### src/rtl/mpc_pkg.sv
// Purpose: Shared constants and types of the multiphase PWM control block.
// Assumes: A 10 MHz system clock.
// Notes: Frequencies are in hertz, counts in system clock cycles.
package mpc_pkg;
	// Clock and switching frequency figures.
	localparam int unsigned CLK_HZ = 10_000_000;
	localparam int unsigned PRESET_HZ = 300_000;
	localparam int unsigned RES_HZ_PER_KOHM = 6_000; // 600 kHz per 100 kohm.
	localparam int unsigned MIN_HZ = 120_000;
	localparam int unsigned MAX_HZ = 1_000_000;
	localparam int unsigned EXT_CLK_MULT = 4;
	localparam logic [15:0] PRESET_QUARTER =
		16'(CLK_HZ / (EXT_CLK_MULT * PRESET_HZ));
	// Overvoltage must persist this many clock cycles before it trips.
	localparam logic [7:0] OVP_CYCLES = 8'h80;
	// Strap settling time after reset, in cycles.
	localparam logic [3:0] INIT_CYCLES = 4'hf;
	// Frequency pin modes reported by the pin detector.
	localparam logic [1:0] FREQ_OPEN = 2'h0;
	localparam logic [1:0] FREQ_RES = 2'h1;
	localparam logic [1:0] FREQ_EXT = 2'h2;
	// Quarter indices of the switching period.
	localparam logic [1:0] Q_MASTER_A = 2'h0;
	localparam logic [1:0] Q_SLAVE_A = 2'h1;
	localparam logic [1:0] Q_MASTER_B = 2'h2;
	localparam logic [1:0] Q_SLAVE_B = 2'h3;
	// Register offsets.
	localparam logic [7:0] REG_CTRL = 8'h00;
	localparam logic [7:0] REG_DUTY = 8'h04;
	localparam logic [7:0] REG_STATUS = 8'h08;
	localparam logic [7:0] REG_IRQ_STAT = 8'h0c;
	localparam logic [7:0] REG_IRQ_MASK = 8'h10;
	localparam logic [7:0] REG_QUARTER = 8'h14;
	// Control register fields and reset values.
	localparam int CTRL_SLAVE = 0;
	localparam logic [15:0] DUTY_RESET = 16'h0010;
	// Interrupt status bit positions.
	localparam int IRQ_THERMAL = 0;
	localparam int IRQ_OVP = 1;
	localparam int IRQ_RESTART = 2;
	localparam int IRQ_STRAP = 3;
	localparam int IRQ_W = 4;
	// Gate sequencing states.
	typedef enum logic [3:0] {
		GATE_IDLE = 4'h1,
		GATE_LOW = 4'h2,
		GATE_WAIT = 4'h4,
		GATE_HIGH = 4'h8
	} mpc_gate_t;
endpackage

### src/rtl/mpc_sync.sv
// Purpose: Two flip-flop synchroniser for pin inputs.
// Assumes: Each bit is an independent level.
// Notes: The first stage feeds only the second stage.
`timescale 1ns/1ns
module mpc_sync #(
	parameter int W = 1
) (
	// Clock and reset.
	input wire logic mclk_in,
	input wire logic reset_n_in,
	// Asynchronous levels in, clean levels out.
	input wire logic [W-1:0] async_in,
	output logic [W-1:0] sync_out
);
	logic [W-1:0] meta;

	// Two stages give metastability time to settle.
	always_ff @(posedge mclk_in) begin
		if (!reset_n_in) begin
			meta <= '0;
			sync_out <= '0;
		end else begin
			meta <= async_in;
			sync_out <= meta;
		end
	end
endmodule

### src/rtl/mpc_gate_guard.sv
// Purpose: Low and high side command sequencing for one phase.
// Assumes: The low gate feedback is already synchronised.
// Notes: The high side waits for the low gate to be seen off.
`timescale 1ns/1ns
module mpc_gate_guard import mpc_pkg::*; (
	// Clock and reset.
	input wire logic mclk_in,
	input wire logic reset_n_in,
	// Control.
	input wire logic enable_in,
	input wire logic start_in,
	input wire logic [15:0] duty_in,
	input wire logic low_gate_feedback_in,
	// Driver commands.
	output logic low_cmd_out,
	output logic high_cmd_out
);
	mpc_gate_t state;
	logic pend;
	logic [15:0] on_cnt;

	// Turning the high side off costs one idle cycle before the low side.
	always_ff @(posedge mclk_in) begin
		if (!reset_n_in || !enable_in) begin
			state <= GATE_IDLE;
			pend <= 1'b0;
			on_cnt <= 16'h0000;
		end else begin
			case (state)
				GATE_IDLE: begin
					if (start_in || pend) begin
						state <= GATE_LOW;
						pend <= 1'b0;
						on_cnt <= 16'h0000;
					end
				end
				GATE_LOW: begin
					on_cnt <= on_cnt + 16'h0001;
					if (on_cnt >= duty_in || start_in)
						state <= GATE_WAIT;
				end
				GATE_WAIT: begin
					if (start_in)
						pend <= 1'b1;
					if (!low_gate_feedback_in)
						state <= GATE_HIGH;
				end
				GATE_HIGH: begin
					if (start_in) begin
						state <= GATE_IDLE;
						pend <= 1'b1;
					end
				end
				default: state <= GATE_IDLE;
			endcase
		end
	end

	// Commands come straight from state flip-flops.
	assign low_cmd_out = (state == GATE_LOW);
	assign high_cmd_out = (state == GATE_HIGH);
endmodule

### src/rtl/mpc_ctrl.sv
// Purpose: Strap decode, fault sequencing and phase timing of a
//   multiphase boost controller with a small register port.
// Assumes: Analog comparators and the strap ADC deliver pin levels.
// Notes: Pin levels pass two flip-flops before any logic reads them.
`timescale 1ns/1ns
// How it works
// - Overvoltage off: power good holds while feedback exceeds reference.
// - One strap selects overvoltage, level shifter and phase grouping.
// - Thermal trip raises a fault, stops drivers, discharges soft-start.
// - Thermal fault holds until cooled by hysteresis, then restarts.
// - Open frequency pin selects the 300 kHz preset.
// - External clock runs at four times switching rate; period derived.
// - Resistor sets 6 kHz per kohm, clamped to 120 kHz..1 MHz.
// - Strap phase count decides the response to the sync signal.
// - The two phases of one chip start half a period apart.
// - Slave phases lag master phases by a quarter period.
// - Strap codes 0..3 are multiphase with table settings.
// - Strap codes 4..7 are single phase with table settings.
// - One chip serves one or two phases; four need two.
// - Low gate feedback is watched to block shoot-through.
// - Overvoltage over 128 cycles drops power good and restarts on clear.
// - Any fault pulls every driver output low at once.
module mpc_ctrl import mpc_pkg::*; #(
	parameter int PHASES = 2,
	parameter int DUTY_W = 16
) (
	// Clock and reset.
	input wire logic mclk_in,
	input wire logic reset_n_in,
	// Register port.
	input wire logic [7:0] reg_addr_in,
	input wire logic [31:0] reg_wdata_in,
	input wire logic reg_write_in,
	input wire logic reg_read_in,
	output logic [31:0] reg_rdata_out,
	output logic irq_out,
	// Strap and frequency pin detection.
	input wire logic [2:0] overvoltage_strap_in,
	input wire logic [1:0] frequency_set_pin_mode_in,
	input wire logic frequency_set_pin_clk_in,
	input wire logic [7:0] frequency_set_pin_kohm_in,
	// Analog comparator results.
	input wire logic feedback_sense_over_ref_in,
	input wire logic feedback_sense_ovp_in,
	input wire logic soft_start_above_1v_in,
	input wire logic soft_start_above_50mv_in,
	input wire logic thermal_trip_in,
	input wire logic thermal_cooled_in,
	// Multiphase sync and gate feedback.
	input wire logic sync_in,
	output logic sync_out,
	input wire logic [PHASES-1:0] low_gate_feedback_in,
	// Drivers and status pins.
	output logic [PHASES-1:0] low_drive_out,
	output logic [PHASES-1:0] high_drive_out,
	output logic soft_start_discharge_out,
	output logic power_good_flag_out,
	output logic level_shift_enable_out,
	output logic thermal_fault_out
);
	logic [2:0] strap_s;
	logic [1:0] fmode_s;
	logic [7:0] kohm_s;
	logic fclk_s, fclk_d, sync_s, sync_d;
	logic fb_ref_s, fb_ovp_s, ss1_s, ss50_s, trip_s, cool_s;
	logic [PHASES-1:0] lfb_s;
	logic [3:0] init_cnt;
	logic init_done, multi_phase, ovp_on;
	logic thermal_fault, ovp_fault;
	logic [7:0] ovp_cnt;
	logic slave;
	logic [DUTY_W-1:0] duty;
	logic [15:0] quarter, next_quarter, q_cnt;
	logic [1:0] q_idx;
	logic q_tick, any_fault, run_en;
	logic [PHASES-1:0] ph_start, low_cmd, high_cmd;
	logic [IRQ_W-1:0] irq_stat, irq_mask, irq_ev;
	logic thermal_d, ovp_d;

	// Strap table: bit2 multiphase, bit1 overvoltage on, bit0 shifter on.
	function automatic logic [2:0] strap_decode(input logic [2:0] code);
		case (code)
			3'h0: strap_decode = 3'h6;
			3'h1: strap_decode = 3'h5;
			3'h2: strap_decode = 3'h7;
			3'h3: strap_decode = 3'h4;
			3'h4: strap_decode = 3'h1;
			3'h5: strap_decode = 3'h3;
			3'h6: strap_decode = 3'h0;
			default: strap_decode = 3'h2;
		endcase
	endfunction

	// Quarter period in cycles for a switching frequency in hertz.
	function automatic logic [15:0] quarter_of(input int unsigned hz);
		int unsigned f;
		f = hz;
		if (f < MIN_HZ)
			f = MIN_HZ;
		if (f > MAX_HZ)
			f = MAX_HZ;
		quarter_of = 16'(CLK_HZ / (EXT_CLK_MULT * f));
	endfunction

	// Pin levels cross into the clock domain.
	mpc_sync #(.W(21)) u_sync_pins (
		.mclk_in(mclk_in),
		.reset_n_in(reset_n_in),
		.async_in({overvoltage_strap_in, frequency_set_pin_mode_in,
			frequency_set_pin_kohm_in, frequency_set_pin_clk_in,
			sync_in, feedback_sense_over_ref_in, feedback_sense_ovp_in,
			soft_start_above_1v_in, soft_start_above_50mv_in,
			thermal_trip_in, thermal_cooled_in}),
		.sync_out({strap_s, fmode_s, kohm_s, fclk_s, sync_s, fb_ref_s,
			fb_ovp_s, ss1_s, ss50_s, trip_s, cool_s})
	);

	mpc_sync #(.W(PHASES)) u_sync_gate (
		.mclk_in(mclk_in),
		.reset_n_in(reset_n_in),
		.async_in(low_gate_feedback_in),
		.sync_out(lfb_s)
	);

	// Edge history of the clean clock and sync levels.
	always_ff @(posedge mclk_in) begin
		if (!reset_n_in) begin
			fclk_d <= 1'b0;
			sync_d <= 1'b0;
		end else begin
			fclk_d <= fclk_s;
			sync_d <= sync_s;
		end
	end

	// strap captured once
	// The strap is read after a short settle so the divider has charged.
	always_ff @(posedge mclk_in) begin
		if (!reset_n_in) begin
			init_cnt <= 4'h0;
			init_done <= 1'b0;
			multi_phase <= 1'b0;
			ovp_on <= 1'b0;
			level_shift_enable_out <= 1'b0;
		end else if (!init_done) begin
			init_cnt <= init_cnt + 4'h1;
			if (init_cnt == INIT_CYCLES) begin
				init_done <= 1'b1;
				{multi_phase, ovp_on, level_shift_enable_out} <=
					strap_decode(strap_s);
			end
		end
	end

	// thermal latch
	// Trip wins over the cool report should both appear together.
	always_ff @(posedge mclk_in) begin
		if (!reset_n_in)
			thermal_fault <= 1'b0;
		else if (trip_s)
			thermal_fault <= 1'b1;
		else if (cool_s)
			thermal_fault <= 1'b0;
	end

	// overvoltage persistence
	// Protection is armed only once soft-start passes 1 V.
	always_ff @(posedge mclk_in) begin
		if (!reset_n_in) begin
			ovp_cnt <= 8'h00;
			ovp_fault <= 1'b0;
		end else if (!ovp_on || !ss1_s || !fb_ovp_s) begin
			ovp_cnt <= 8'h00;
			if (!fb_ovp_s)
				ovp_fault <= 1'b0;
		end else if (ovp_cnt < OVP_CYCLES) begin
			ovp_cnt <= ovp_cnt + 8'h01;
		end else begin
			ovp_fault <= 1'b1;
		end
	end

	assign any_fault = thermal_fault || ovp_fault;
	assign run_en = init_done && !any_fault && ss50_s;
	assign thermal_fault_out = thermal_fault;

	// discharge and power good
	// With protection off, feedback above reference keeps power good up.
	always_ff @(posedge mclk_in) begin
		if (!reset_n_in) begin
			soft_start_discharge_out <= 1'b1;
			power_good_flag_out <= 1'b0;
		end else begin
			soft_start_discharge_out <= !init_done || any_fault;
			power_good_flag_out <= !any_fault && init_done &&
				(ovp_on ? ss1_s : (ss1_s || fb_ref_s));
		end
	end

	always_comb begin
		case (fmode_s)
			FREQ_RES: next_quarter =
				quarter_of(int'(kohm_s) * RES_HZ_PER_KOHM);
			default: next_quarter = PRESET_QUARTER;
		endcase
	end

	// quarter ticks
	// External clock edges are quarter ticks; otherwise a divider makes them.
	always_ff @(posedge mclk_in) begin
		if (!reset_n_in) begin
			quarter <= PRESET_QUARTER;
			q_cnt <= 16'h0000;
			q_tick <= 1'b0;
		end else begin
			quarter <= next_quarter;
			q_tick <= 1'b0;
			if (fmode_s == FREQ_EXT) begin
				q_tick <= fclk_s && !fclk_d;
				q_cnt <= 16'h0000;
			end else if (q_cnt + 16'h0001 >= quarter) begin
				q_cnt <= 16'h0000;
				q_tick <= 1'b1;
			end else begin
				q_cnt <= q_cnt + 16'h0001;
			end
		end
	end

	// slave alignment
	// A slave in multiphase mode resets its frame on each master sync edge.
	always_ff @(posedge mclk_in) begin
		if (!reset_n_in)
			q_idx <= 2'h0;
		else if (multi_phase && slave && sync_s && !sync_d)
			q_idx <= Q_MASTER_A;
		else if (q_tick)
			q_idx <= q_idx + 2'h1;
	end

	// The master marks the start of its frame for the slave.
	always_ff @(posedge mclk_in) begin
		if (!reset_n_in)
			sync_out <= 1'b0;
		else if (q_tick)
			sync_out <= !slave && (q_idx == Q_SLAVE_B);
	end

	always_comb begin
		ph_start = '0;
		if (q_tick) begin
			ph_start[0] = slave ? (q_idx == Q_MASTER_A) :
				(q_idx == Q_SLAVE_B);
			if (PHASES > 1)
				ph_start[PHASES-1] = slave ? (q_idx == Q_MASTER_B) :
					(q_idx == Q_SLAVE_A);
		end
	end

	// One gate guard per phase; the second phase runs only when multiphase.
	// two phases per chip
	genvar g;
	generate
		for (g = 0; g < PHASES; g++) begin : gen_phase
			mpc_gate_guard u_guard (
				.mclk_in(mclk_in),
				.reset_n_in(reset_n_in),
				.enable_in(run_en && (g == 0 || multi_phase)),
				.start_in(ph_start[g]),
				.duty_in(16'(duty)),
				.low_gate_feedback_in(lfb_s[g]),
				.low_cmd_out(low_cmd[g]),
				.high_cmd_out(high_cmd[g])
			);
		end
	endgenerate

	// driver gating
	// A fault masks the commands combinationally so all drives fall together.
	assign low_drive_out = any_fault ? '0 : low_cmd;
	assign high_drive_out = any_fault ? '0 : high_cmd;

	// Register writes steer slave mode, low side on-time and interrupts.
	always_ff @(posedge mclk_in) begin
		if (!reset_n_in) begin
			slave <= 1'b0;
			duty <= DUTY_W'(DUTY_RESET);
			irq_mask <= '0;
		end else if (reg_write_in) begin
			case (reg_addr_in)
				REG_CTRL: slave <= reg_wdata_in[CTRL_SLAVE];
				REG_DUTY: duty <= reg_wdata_in[DUTY_W-1:0];
				REG_IRQ_MASK: irq_mask <= reg_wdata_in[IRQ_W-1:0];
				default: ;
			endcase
		end
	end

	// Event edges feed the sticky status.
	always_ff @(posedge mclk_in) begin
		if (!reset_n_in) begin
			thermal_d <= 1'b0;
			ovp_d <= 1'b0;
		end else begin
			thermal_d <= thermal_fault;
			ovp_d <= ovp_fault;
		end
	end

	always_comb begin
		irq_ev = '0;
		irq_ev[IRQ_THERMAL] = thermal_fault && !thermal_d;
		irq_ev[IRQ_OVP] = ovp_fault && !ovp_d;
		irq_ev[IRQ_RESTART] = thermal_d && !thermal_fault;
		// The capture cycle is the only one before init_done with the count at its end.
		irq_ev[IRQ_STRAP] = !init_done && init_cnt == INIT_CYCLES;
	end

	// A new event in the clearing cycle survives the write of one.
	always_ff @(posedge mclk_in) begin
		if (!reset_n_in)
			irq_stat <= '0;
		else if (reg_write_in && reg_addr_in == REG_IRQ_STAT)
			irq_stat <= (irq_stat & ~reg_wdata_in[IRQ_W-1:0]) | irq_ev;
		else
			irq_stat <= irq_stat | irq_ev;
	end

	assign irq_out = |(irq_stat & irq_mask);

	// Read data stand only in the cycle after the strobe; unmapped reads zero.
	always_ff @(posedge mclk_in) begin
		if (!reset_n_in || !reg_read_in) begin
			reg_rdata_out <= 32'h0000_0000;
		end else begin
			case (reg_addr_in)
				REG_CTRL: reg_rdata_out <= 32'(slave);
				REG_DUTY: reg_rdata_out <= 32'(duty);
				REG_STATUS: reg_rdata_out <= 32'({ovp_fault,
					thermal_fault, power_good_flag_out, init_done,
					multi_phase, ovp_on, level_shift_enable_out});
				REG_IRQ_STAT: reg_rdata_out <= 32'(irq_stat);
				REG_IRQ_MASK: reg_rdata_out <= 32'(irq_mask);
				REG_QUARTER: reg_rdata_out <= 32'(quarter);
				default: reg_rdata_out <= 32'h0000_0000;
			endcase
		end
	end
endmodule

### config.mk
export PLATFORM = sky130hd
export DESIGN_NAME = mpc_ctrl
export DESIGN_NICKNAME = d
export VERILOG_FILES = /design/src/rtl/mpc_pkg.sv /design/src/rtl/mpc_sync.sv /design/src/rtl/mpc_gate_guard.sv /design/src/rtl/mpc_ctrl.sv
export SDC_FILE = /design/constraint.sdc
export NUM_CORES = 1
export LEC_CHECK = 0
export BUFFER_PORTS_ARGS = -buffer_cell sky130_fd_sc_hd__buf_2
export CAP_MARGIN = 20
export CORE_ASPECT_RATIO = 0.9
export CORE_MARGIN = 2
export CORE_UTILIZATION = 30
export CTS_CLUSTER_DIAMETER = 30
export DETAILED_ROUTE_END_ITERATION = 12
export GPL_TIMING_DRIVEN = 0
export PLACE_DENSITY = 0.44
export SYNTH_ARGS = -nofsm -noshare
export SYNTH_HDL_FRONTEND = slang
export SYNTH_HIERARCHICAL = 1
export SYNTH_SLANG_ARGS = --single-unit
### constraint.sdc
create_clock -name mclk_in -period 62.6 [get_ports mclk_in]
set_input_delay 15.65 -clock mclk_in [delete_from_list [all_inputs] [get_ports mclk_in]]
set_output_delay 15.65 -clock mclk_in [all_outputs]
set_load 0.1 [all_outputs]
After elaboration in Yosys (flattened, before gate mapping)
Cells that the tools add are included.
{"block": "word_totals", "register_bits": 205, "memories": 0, "mem_bits_rw": 0, "mem_bits_ro": 0, "latch_bits": 0}
{"block": "classes", "div_mod_pow": 1, "mul": 1, "muxes": 42, "n_addsub": 6, "n_shift": 0, "bitwise_logic": 7, "eq_ne": 37, "reduce_logical": 67, "magnitude_cmp": 6}
{"cell": "16-bit one-hot mux with 6 select lines", "count": 1}
{"cell": "16-bit one-hot mux with 2 select lines", "count": 2}
{"cell": "30-bit 2-to-1 mux", "count": 2}
{"cell": "16-bit by 1-bit adder with 16-bit output (second input constant)", "count": 3}
{"cell": "16-bit greater-or-equal comparator", "count": 3}
{"cell": "4-bit 2-to-1 mux", "count": 9}
{"cell": "24-bit by 32-bit divider with 32-bit output (first input constant)", "count": 1}
{"cell": "32-bit by 20-bit > comparator with 1-bit output (second input constant)", "count": 1}
{"cell": "16-bit 2-to-1 mux", "count": 2}
{"cell": "32-bit 2-to-1 mux", "count": 1}
{"cell": "4-bit one-hot mux with 4 select lines", "count": 2}
{"cell": "21-bit by 17-bit less-than comparator with 1-bit output (second input constant)", "count": 1}
{"cell": "21-bit 2-to-1 mux", "count": 1}
{"cell": "3-bit one-hot mux with 7 select lines", "count": 1}
{"cell": "8-bit by 9-bit multiplier with 17-bit output (second input constant)", "count": 1}
{"cell": "8-bit by 4-bit equality test with 1-bit output (second input constant)", "count": 2}
{"cell": "8-bit by 5-bit equality test with 1-bit output (second input constant)", "count": 2}
{"cell": "1-bit 2-to-1 mux", "count": 16}
{"cell": "2-bit inequality test (second input constant)", "count": 8}
{"cell": "2-bit AND reduction", "count": 8}
{"cell": "1-bit logical NOT", "count": 15}
{"cell": "1-bit logical AND", "count": 14}
{"cell": "4-bit equality test (second input constant)", "count": 3}
{"cell": "1-bit logical OR", "count": 12}
{"cell": "other kinds (29)", "count": 56}

Longest topological paths before layout
Gate-level depths: netlist of the first run.
{"block": "depth", "depth_word": 8, "ltp_mapped": 258, "depth_no_buf": 232}

By module
The synthesis of the first run kept the hierarchy.
{"module": "mpc_ctrl", "area_each_um2": 19367.3, "instances": 1, "cells_each": 2604, "seq_area_each_um2": 2021.9}
{"module": "mpc_gate_guard (gen_phase[0].u_guard)", "area_each_um2": 1480.2, "instances": 1, "cells_each": 190, "seq_area_each_um2": 420.4}
{"module": "mpc_gate_guard (gen_phase[1].u_guard)", "area_each_um2": 1480.2, "instances": 1, "cells_each": 189, "seq_area_each_um2": 420.4}
{"module": "mpc_sync (u_sync_pins)", "area_each_um2": 1176.1, "instances": 1, "cells_each": 88, "seq_area_each_um2": 840.8}
{"module": "mpc_sync (u_sync_gate)", "area_each_um2": 105.1, "instances": 1, "cells_each": 8, "seq_area_each_um2": 80.1}

Worst setup path after synthesis of the first run
No wires, ideal clock.
{"block": "synth_timing", "path_kind": "register to register", "startpoint": "register u_sync_pins.sync_out[14]", "endpoint": "register quarter[0]", "stages_incl_launch_ff": 248, "t_arrival_ns": 46.323, "period_less_slack_ns": 46.447, "setup_ns": 0.124, "t_required_ns": 62.476, "path_slack_ns": 16.153, "cell_sequence": "dfxtp_1 inv_1 fa_1 fa_1 inv_1 fa_1 inv_1 fa_1 inv_1 ha_1 a21o_1 a221o_1 a41oi_2 and3_1 o2111ai_1 or4_1 buf_2 o311ai_1 [212 not listed] o21bai_1 a21oi_1 nand2b_1 a21oi_1 nor2_1 o211ai_1 a2111o_1 buf_6 mux2_4 ha_1 a21o_1 a21o_1 a21oi_1 o2111ai_1 o21ai_0 nor2_1 mux2i_1 a31oi_1"}
{"block": "synth_via", "elab_chain_len": 8}
{"item": "start: declaration", "line": "mpc_sync.sv:13", "text": "output logic [W-1:0] sync_out"}
{"item": "start signal: assignment", "line": "mpc_sync.sv:24", "text": "sync_out <= meta;"}
{"item": "8-bit by 9-bit multiplier with 17-bit output *", "line": "mpc_ctrl.sv:203", "text": "quarter_of(int'(kohm_s) * RES_HZ_PER_KOHM);"}
{"item": "21-bit by 17-bit less-than comparator with 1-bit output", "line": "mpc_ctrl.sv:98", "text": "if (f < MIN_HZ)"}
{"item": "21-bit 2-to-1 mux *", "line": "mpc_ctrl.sv:98"}
{"item": "32-bit 2-to-1 mux *", "line": "mpc_ctrl.sv:201", "text": "case (fmode_s)"}
{"item": "32-bit by 20-bit > comparator with 1-bit output", "line": "mpc_ctrl.sv:100", "text": "if (f > MAX_HZ)"}
{"item": "30-bit 2-to-1 mux *", "line": "mpc_ctrl.sv:100"}
{"item": "30-bit 2-to-1 mux *", "line": "mpc_ctrl.sv:201"}
{"item": "24-bit by 32-bit divider with 32-bit output *", "line": "mpc_ctrl.sv:102", "text": "quarter_of = 16'(CLK_HZ / (EXT_CLK_MULT * f));"}
{"item": "end signal: assignment", "line": "mpc_ctrl.sv:216", "text": "quarter <= next_quarter;"}
{"item": "end: declaration", "line": "mpc_ctrl.sv:73", "text": "logic [15:0] quarter, next_quarter, q_cnt;"}
Mark *: on every way between the ends. The rest lies on a longest branch, timed or not. The select of a mux whose other input is x is not followed.
A chain may end at the register's enable or synchronous reset.

Final worst setup path of the first run
Same ends and word-level chain as after synthesis.

==> run metrics, run 1 <==
endpoint class of the critical path flop; MaxCap Viol Count 0; post-synthesis sequential area ratio 16.0%; RSZ-0062 raised after global routing false; global-route wire length before repair 115,000 um; Hold Path End u_sync_gate/sync_out[0]; Area Growth Syn to Fin 11.5%; Inserted Diodes 0; post-synthesis async set-or-reset flop share 0%; Vias per Instance 5.09; Synth Instances 3,079; Clock Root Buffer clkbuf_16; Tmin final 57.02 ns; Final Util 33.8%; worst skew pair latency 0.46 ns; met1 Track Usage GR 26.0%; die footprint 81,000 sq um; CP max-delay cell a2111oi_1; met3 global-route usage 1.21%; initial core utilization 30.3%; Peak Freq 17.5 MHz; CP required 62.89 ns; clk sinks 189; DR iter-0 viols 1,117; drt total wl 71,200 um; Initial DRT Pass Iterations 5; Fin. Hold Viols 0; min-delay src u_sync_gate/meta[0]; die height 270 um; Residual DRC 0; PnR worst setup slack 5.58 ns; Syn. warnings 6; Inserted Clock Buffers 17; per-cell routed wire length 16.7 um; Clock Path Buffers 2; EDFF count, synth 0; WS Path Type reg2reg; FILL cells 8,425; Hold WS 0.428 ns; post-synth top area share 16.5%; routability congestion estimate 0.841; core area 77,900 sq um; worst path arrival time 57.31 ns; vias in the first global route 21,000; CTS tree yes; FP Rows 97; Top cell by count, worst path o21ai_0; worst-margin pin slew 1.08 ns; max_slew headroom 27.7%; final-report max-slew violation count 0; startpoint class of the critical path flop; Congestion Overflow GR 0; largest net degree at the start of global routing 19; Crit Path Max Fanout 13; top post-synthesis cells by area ha_1 (17%), dfxtp_1 (16%), a21oi_1 (4.6%); final setup violation count 0; final setup TNS 0 ns; HP Class reg2reg; Top FF cell, synth dfxtp_1; hold depth 1; cell taking the most area after synthesis ha_1; GRT Util Overall 17.4%; Die W 300 um; H-tree depth 4; Hold Buf Count CTS 0; status completed; Vias 21,800; Crit path largest cell delay 0.61 ns; syn avg cell area 7.67 sq um; DP Worst Slack 3.18 ns; worst reg2reg setup slack 5.58 ns; met2 Use GR 27.6%; Port Buffers 75; global route hottest layer met2; share of post-route cells with drive strength above 1 11.4%; worst clock skew 0.0182 ns; Register-to-Register Path Depth 245; Routed Antenna Nets 0; IO Pins 109; Post-CTS Setup Bufs 0; Worst-path clk slew 0.07 ns; DP HPWL 58,200 um; cell area after synthesis 23,600 sq um; CTS resizes 0; synth unique cells 115; initial antenna violation count 1; fin crit share 91.1%; r2r startpoint u_sync_pins/sync_out[14]; Yosys reg bits 189; r2r endpoint quarter[0]; nets 3,626
-- registers in the layout (all words and copies together), names as in the netlist, 2 cells and up --
name                      cells
gen_phase.u_guard/on_cnt     32
u_sync_pins/meta             21
u_sync_pins/sync_out         21
duty                         16
q_cnt                        16
quarter                      16
reg_rdata_out                16
gen_phase.u_guard/state       8
ovp_cnt                       8
init_cnt                      4
irq_mask                      4
irq_stat                      4
gen_phase.u_guard/pend        2
q_idx                         2
u_sync_gate/meta              2
u_sync_gate/sync_out          2
-- logic make-up (layout without fill, tap and decap cells) --
family / count (synthesis) / count (layout) / share of synthesized area [%]
other cells: 2 / 40 / 0.0318
xor+xnor: 168 / 168 / 6.29
compound gates: 893 / 893 / 25.0
fa+ha+maj: 336 / 336 / 18.6
simple gates: 1072 / 1072 / 23.2
mux: 113 / 113 / 5.37
flops: 189 / 189 / 16.0
buf+inv: 306 / 425 / 5.48
-- final cells by class --
type,instances,area (sq um),share of cell area (%)
plain buffers,96,514,1.95
clock buffers,18,439,1.67
clock inverters,14,168,0.637
inverters,210,793,3.01
multi-input cells,2622,18800,71.2
flip-flops and latches,189,3780,14.4
well taps,1039,1300,4.94
repair buffers,87,582,2.21
-- synthesized netlist by cell type, types with 12 or more instances --
master,number
a311oi_1,12
o31ai_1,39
nand2b_1,73
dfxtp_1,189
nand4_1,26
nor2_1,257
mux2_2,66
a22oi_1,21
a21oi_1,217
mux2i_1,30
nand3_1,76
and2_2,42
xnor2_1,98
a211oi_1,27
inv_1,206
o211ai_1,14
or2_2,19
nor3_1,59
nor2b_1,48
or3_1,22
o21bai_1,27
and3_1,34
and2_1,55
xor2_1,69
ha_1,312
a21boi_0,28
a31oi_1,23
fa_1,24
nand2_1,267
nor4_1,17
o21ai_0,211
a21o_1,81
o21a_1,61
clkbuf_1,51
buf_4,25
-- critical path, delay by kind of cell, from the launching register on --
family / cells / cell delay, ns
buffers and inverters: 38 / 9.87
adders and majority gates: 19 / 6.65
AOI/OAI and AO/OA: 125 / 26.94
and+or+nand+nor: 58 / 11.34
DFF: 1 / 0.44
muxes: 5 / 1.45
-- layer usage --
metal  share of wire (%)  up-vias
met1                  54    10100
li1                    -    11400
met5                   0        -
met3                 2.4       29
met2                  43      275
met4                0.78        0
-- worst max path at each step --
stage	from	end	slack [ns]	cells after the start
2_1_floorplan	u_sync_pins/sync_out[14]	quarter[0]	16.15	247
3_3_place_gp	u_sync_pins/sync_out[14]	quarter[0]	2.39	231
3_5_place_dp	u_sync_pins/sync_out[14]	quarter[0]	3.18	241
4_1_cts	u_sync_pins/sync_out[14]	quarter[0]	2.86	239
5_1_grt	u_sync_pins/sync_out[14]	quarter[0]	0.003	254
6_report	u_sync_pins/sync_out[14]	quarter[0]	5.58	245
-- cells in the final DEF (no fill, tap or decap), types with 15 or more instances in the layout --
cell type  count
conb_1        40
mux2_2        66
a211oi_1      26
a31oi_1       23
and2_1        55
nor4_1        15
ha_1         312
o21a_1        61
dfxtp_1      189
o21ai_0      211
or3_1         22
nor2_1       254
mux2i_1       30
nor2b_1       48
and3_1        34
and2_2        42
o31ai_1       39
a22oi_1       21
clkbuf_16     17
a21boi_0      28
buf_2         84
a21oi_1      215
clkbuf_2      15
nand4_1       26
buf_4         25
nand2b_1      73
a21o_1        81
inv_1        206
clkbuf_1      41
or2_2         19
nand2_1      266
xor2_1        69
fa_1          24
o21bai_1      25
nor3_1        56
xnor2_1       98
nand3_1       76
-- metrics by stage --
| step | instances | cell area [sq um] |
|---|---|---|
| 5_1_grt | 4275 | 26300 |
| 3_5_place_dp | 4243 | 25700 |
| 3_3_place_gp | 4231 | 25400 |
| 6_report | 4275 | 26300 |
| 2_1_floorplan | 3117 | 23800 |
| 4_1_cts | 4275 | 26300 |
Power of run 1 is left out: the tool's default activity adds up to more than one toggle a clock period on the data nets, which glitch-free logic cannot reach.
==> inputs of run 2 (changes only) <==
CELL_PAD_IN_SITES_DETAIL_PLACEMENT = 1   (was not set)
CELL_PAD_IN_SITES_GLOBAL_PLACEMENT = 1   (was not set)
PLACE_DENSITY = 0.55   (was 0.44)
==> run metrics, run 2 (synthesis results as in run 1) <==
status completed; worst path arrival time 57.48 ns (+0.17 ns); worst clock skew 0.0119 ns (-0.00628 ns); vias in the first global route 24,200 (+15%); max reg flops 32 (unchanged); Top cell by count, worst path o21ai_0; Fin. Hold Viols 0 (unchanged); Placed Area 25,700 sq um (about the same); Vias per Instance 5.35 (+5.1%); GRT Util Overall 19.6% (+2.3 points); initial antenna violation count 1 (unchanged); Clock Root Buffer clkbuf_16; Peak Freq 17.5 MHz (-0.31%); MaxCap Viol Count 0 (unchanged); core area 77,900 sq um (unchanged); Port Buffers 75 (unchanged); fin crit share 91.4% (+0.28 points); most common cell after layout, fill and taps aside ha_1; DR iter-0 viols 1,015 (-9.1%); fin area 26,400 sq um (+0.26%); Vias 22,900 (+5.1%); Tmin final 57.19 ns (+0.177 ns); most frequent cells in the layout ha_1 (311), nand2_1 (266), nor2_1 (254); startpoint class of the critical path flop; per-cell routed wire length 18.7 um (+12%); nets 3,626 (unchanged); endpoint class of the critical path flop; worst-margin pin slew 1.01 ns (-0.0702 ns); CP required 62.88 ns (about the same); initial core utilization 30.3% (unchanged); final setup violation count 0 (unchanged); final setup TNS 0 ns (unchanged); Worst-path clk slew 0.09 ns (+0.02 ns); die footprint 81,000 sq um (unchanged); Area Growth Syn to Fin 11.8%; Multi-input gate area 18,800 sq um (about the same); share of post-route cells with drive strength above 1 11.5% (+0.15 points); worst skew pair latency 0.46 ns (about the same); FILL cells 9,524 (+13%); Residual DRC 0 (unchanged); RSZ-0062 raised after global routing false; Biggest register gen_phase.u_guard/on_cnt; global-route wire length before repair 130,000 um (+13%); Clock Path Buffers 2 (unchanged); CTS tree yes; WS Path Type reg2reg; H-tree depth 4 (unchanged); IO Pins 109 (unchanged); drt total wl 80,000 um (+12%); Register Area 3780 sq um (unchanged); final-report max-slew violation count 0 (unchanged); Inserted Diodes 0 (unchanged); clk sinks 189 (unchanged); Inserted Clock Buffers 17 (unchanged); die height 270 um (unchanged); FP Rows 97 (unchanged); Die W 300 um (unchanged); Initial DRT Pass Iterations 5 (unchanged); Post-CTS Setup Bufs 0 (unchanged); Congestion Overflow GR 0 (unchanged); largest net degree at the start of global routing 23 (+4); Crit path largest cell delay 0.75 ns (+0.14 ns); Routed Antenna Nets 0 (unchanged); DP HPWL 66,200 um (+14%); Crit Path Max Fanout 14 (+1); HP Class reg2reg; CP max-delay cell nand2_1; routability congestion estimate 0.862 (+2.4%); Largest regs gen_phase.u_guard/on_cnt (32), u_sync_pins/meta (21), u_sync_pins/sync_out (21); max_slew headroom 32.4% (+4.7 points)
-- run 2: cell type report --
class                      count  area share, %
buffer                        94           1.92
timing repair buffer          89           2.32
clock inverter                15          0.791
sequential                   189           14.3
multi-input combinational   2622           71.1
inverter                     210           3.00
tap                         1039           4.92
clock buffer                  17           1.61
-- run 2: worst paths after layout --
| kind | start | to | cells after the start | slack, ns |
|---|---|---|---|---|
| hold reg to reg | u_sync_pins/meta[1] | u_sync_pins/sync_out[1] | 1 | 0.45 |
| hold / removal | u_sync_pins/meta[1] | u_sync_pins/sync_out[1] | 1 | 0.45 |
| setup reg to reg | u_sync_pins/sync_out[14] | quarter[0] | 242 | 5.41 |
| setup / recovery | u_sync_pins/sync_out[14] | quarter[0] | 242 | 5.41 |
-- run 2: through the flow --
stage          instances  utilization (%)  hold WS, ns  setup slack (ns)
2_1_floorplan       3117                -        0.406             16.15
3_3_place_gp        4231             32.6        0.425              2.64
3_5_place_dp        4244             33.0        0.434              1.80
4_1_cts             4276             33.8        0.450              1.46
5_1_grt             4275             33.9        0.458            0.0127
6_report            4275             33.9        0.452              5.41
-- run 2: routing by layer --
layer	track usage (%)	up-vias	wire length (um)
li1	-	11300	-
met1	27.1	11200	39600
met2	33.2	272	37300
met3	1.75	54	2020
met4	3.75	0	1090
met5	0	-	0
-- run 2: timing repair --
item	4_1_cts	5_1_grt
setup endpoints to repair	0	2
hold buffers	0	0
resized for setup	0	39
-- run 2: critical path: cells and delay by family, from the launching register on --
kind	cells	cell delay, ns
multiplexers	4	1.05
AND/OR/NAND/NOR	59	12.39
buffers and inverters	33	8.01
adder cells (fa/ha/maj)	19	7.02
flip-flops	1	0.46
AO/OA/AOI/OAI	127	27.82
Power of run 2 is left out for the same reason.
==> inputs of run 3 (changes only) <==
CAP_MARGIN = 25   (was 20)
CTS_CLUSTER_DIAMETER = not set   (was 30)
GPL_TIMING_DRIVEN = 1   (was 0)
==> run metrics, run 3 (synthesis results as in run 1) <==
status completed; Port Buffers 76 (+1.3%); Placed Area 25,300 sq um (-1.7%); fin crit share 88.4% (-3.0 points); Area Growth Syn to Fin 9.65%; fin area 25,900 sq um (-2.0%); Vias per Instance 5.36 (+0.15%); Inserted Diodes 0 (unchanged); Crit path largest cell delay 0.90 ns (+0.15 ns); RSZ-0062 raised after global routing false; Inserted Clock Buffers 17 (unchanged); worst-margin pin slew 0.999 ns (-0.0158 ns); initial core utilization 30.3% (unchanged); Routed Antenna Nets 0 (unchanged); Initial DRT Pass Iterations 4 (-1); CTS tree yes; drt total wl 77,500 um (-3.1%); DR iter-0 viols 853 (-16%); Tmin final 55.32 ns (-1.87 ns); Hold Buf Count CTS 0 (unchanged); Die W 300 um (unchanged); Peak Freq 18.1 MHz (+3.4%); nets 3,553 (-2.0%); Congestion Overflow GR 0 (unchanged); MaxCap Viol Count 0 (unchanged); Largest regs gen_phase.u_guard/on_cnt (32), u_sync_pins/meta (21), u_sync_pins/sync_out (21); initial antenna violation count 3 (+2); die height 270 um (unchanged); max_slew headroom 31.7% (-0.67 points); Fin. Hold Viols 0 (unchanged); most common cell after layout, fill and taps aside ha_1; CP max-delay cell a2111oi_0; clk sinks 189 (unchanged); WS Path Type reg2reg; CTS resizes 0 (unchanged); final setup violation count 0 (unchanged); final setup TNS 0 ns (unchanged); global-route wire length before repair 125,000 um (-3.8%); largest net degree at the start of global routing 71 (+210%); worst skew pair latency 0.46 ns (about the same); core area 77,900 sq um (unchanged); HP Class reg2reg; startpoint class of the critical path flop; Worst-path clk slew 0.08 ns (about the same); max reg flops 32 (unchanged); FP Rows 97 (unchanged); H-tree depth 4 (unchanged); Biggest register gen_phase.u_guard/on_cnt; share of post-route cells with drive strength above 1 10.5% (-1.0 points); worst clock skew 0.0115 ns (-0.000355 ns); final-report max-slew violation count 0 (unchanged); DP HPWL 62,800 um (-5.2%); most frequent cells in the layout ha_1 (312), nand2_1 (267), nor2_1 (255); Buf/Inv on CP 17 (-48%); die footprint 81,000 sq um (unchanged); Clock Path Buffers 2 (unchanged); IO Pins 109 (unchanged); per-cell routed wire length 18.4 um (-1.4%); Crit Path Max Fanout 29 (+15); Cells after DPL 4,169 (-1.8%); routability congestion estimate 0.833 (-3.3%); final cell count without fillers 4,202 (-1.7%); CP required 62.90 ns (+0.02 ns); Top cell by count, worst path o21ai_0; worst path arrival time 55.63 ns (-1.85 ns); vias in the first global route 23,600 (-2.4%); Vias 22,500 (-1.6%); Post-CTS Setup Bufs 0 (unchanged); GRT Util Overall 18.8% (-0.79 points); Clock Root Buffer clkbuf_16; cell family with most CP delay compound AO/OA/AOI/OAI gates; Residual DRC 0 (unchanged); endpoint class of the critical path flop
-- run 3: cell count changes in the layout (fill, tap and decap cells not counted), sizes merged --
| cell | change |
|---|---|
| clkinv | -5 |
| clkinvlp | +1 |
| clkbuf | -52 |
| bufinv | +2 |
| buf | -19 |
-- run 3: final cells by class --
cell class              instances  area [sq um]
repair buffers                110           643
inverters                     210           793
well taps                    1039          1300
fillers                      9515         52000
clock inverters                13           173
clock buffers                  19           443
multi-input cells            2622         18800
flip-flops and latches        189          3780
-- run 3: through the flow --
stage | util [%] | hold slack, ns | setup slack [ns]
final | 33.2 | 0.437 | 7.28
after global routing | 33.2 | 0.458 | 2.18
after CTS | 33.2 | 0.443 | 6.30
after detailed placement | 32.4 | 0.429 | 6.63
after global placement | 32.4 | 0.416 | 7.74
after floorplan | - | 0.406 | 16.15
-- run 3: final timing paths --
kind         cells after the start                       to                      from  slack (ns)
max                            228               quarter[0]  u_sync_pins/sync_out[14]        7.28
min                              1  u_sync_gate/sync_out[1]       u_sync_gate/meta[1]        0.44
max reg2reg                    228               quarter[0]  u_sync_pins/sync_out[14]        7.28
min reg2reg                      1  u_sync_gate/sync_out[1]       u_sync_gate/meta[1]        0.44
-- run 3: worst reg2reg max path, delay by kind of cell, from the launching register on --
kind,cells,cell delay (ns)
mux,5,1.65
buf+inv,17,3.16
simple gates,61,14.70
flops,1,0.48
compound gates,126,27.98
fa+ha+maj,19,7.14
-- run 3: per-layer routing --
layer,up-vias,part of all wire [%],GRT usage [%]
li1,11200,-,-
met1,11000,48,25.1
met2,241,47,32.6
met3,92,2.0,1.47
met4,0,2.4,4.96
met5,-,0,0
Power of run 3 is left out for the same reason.
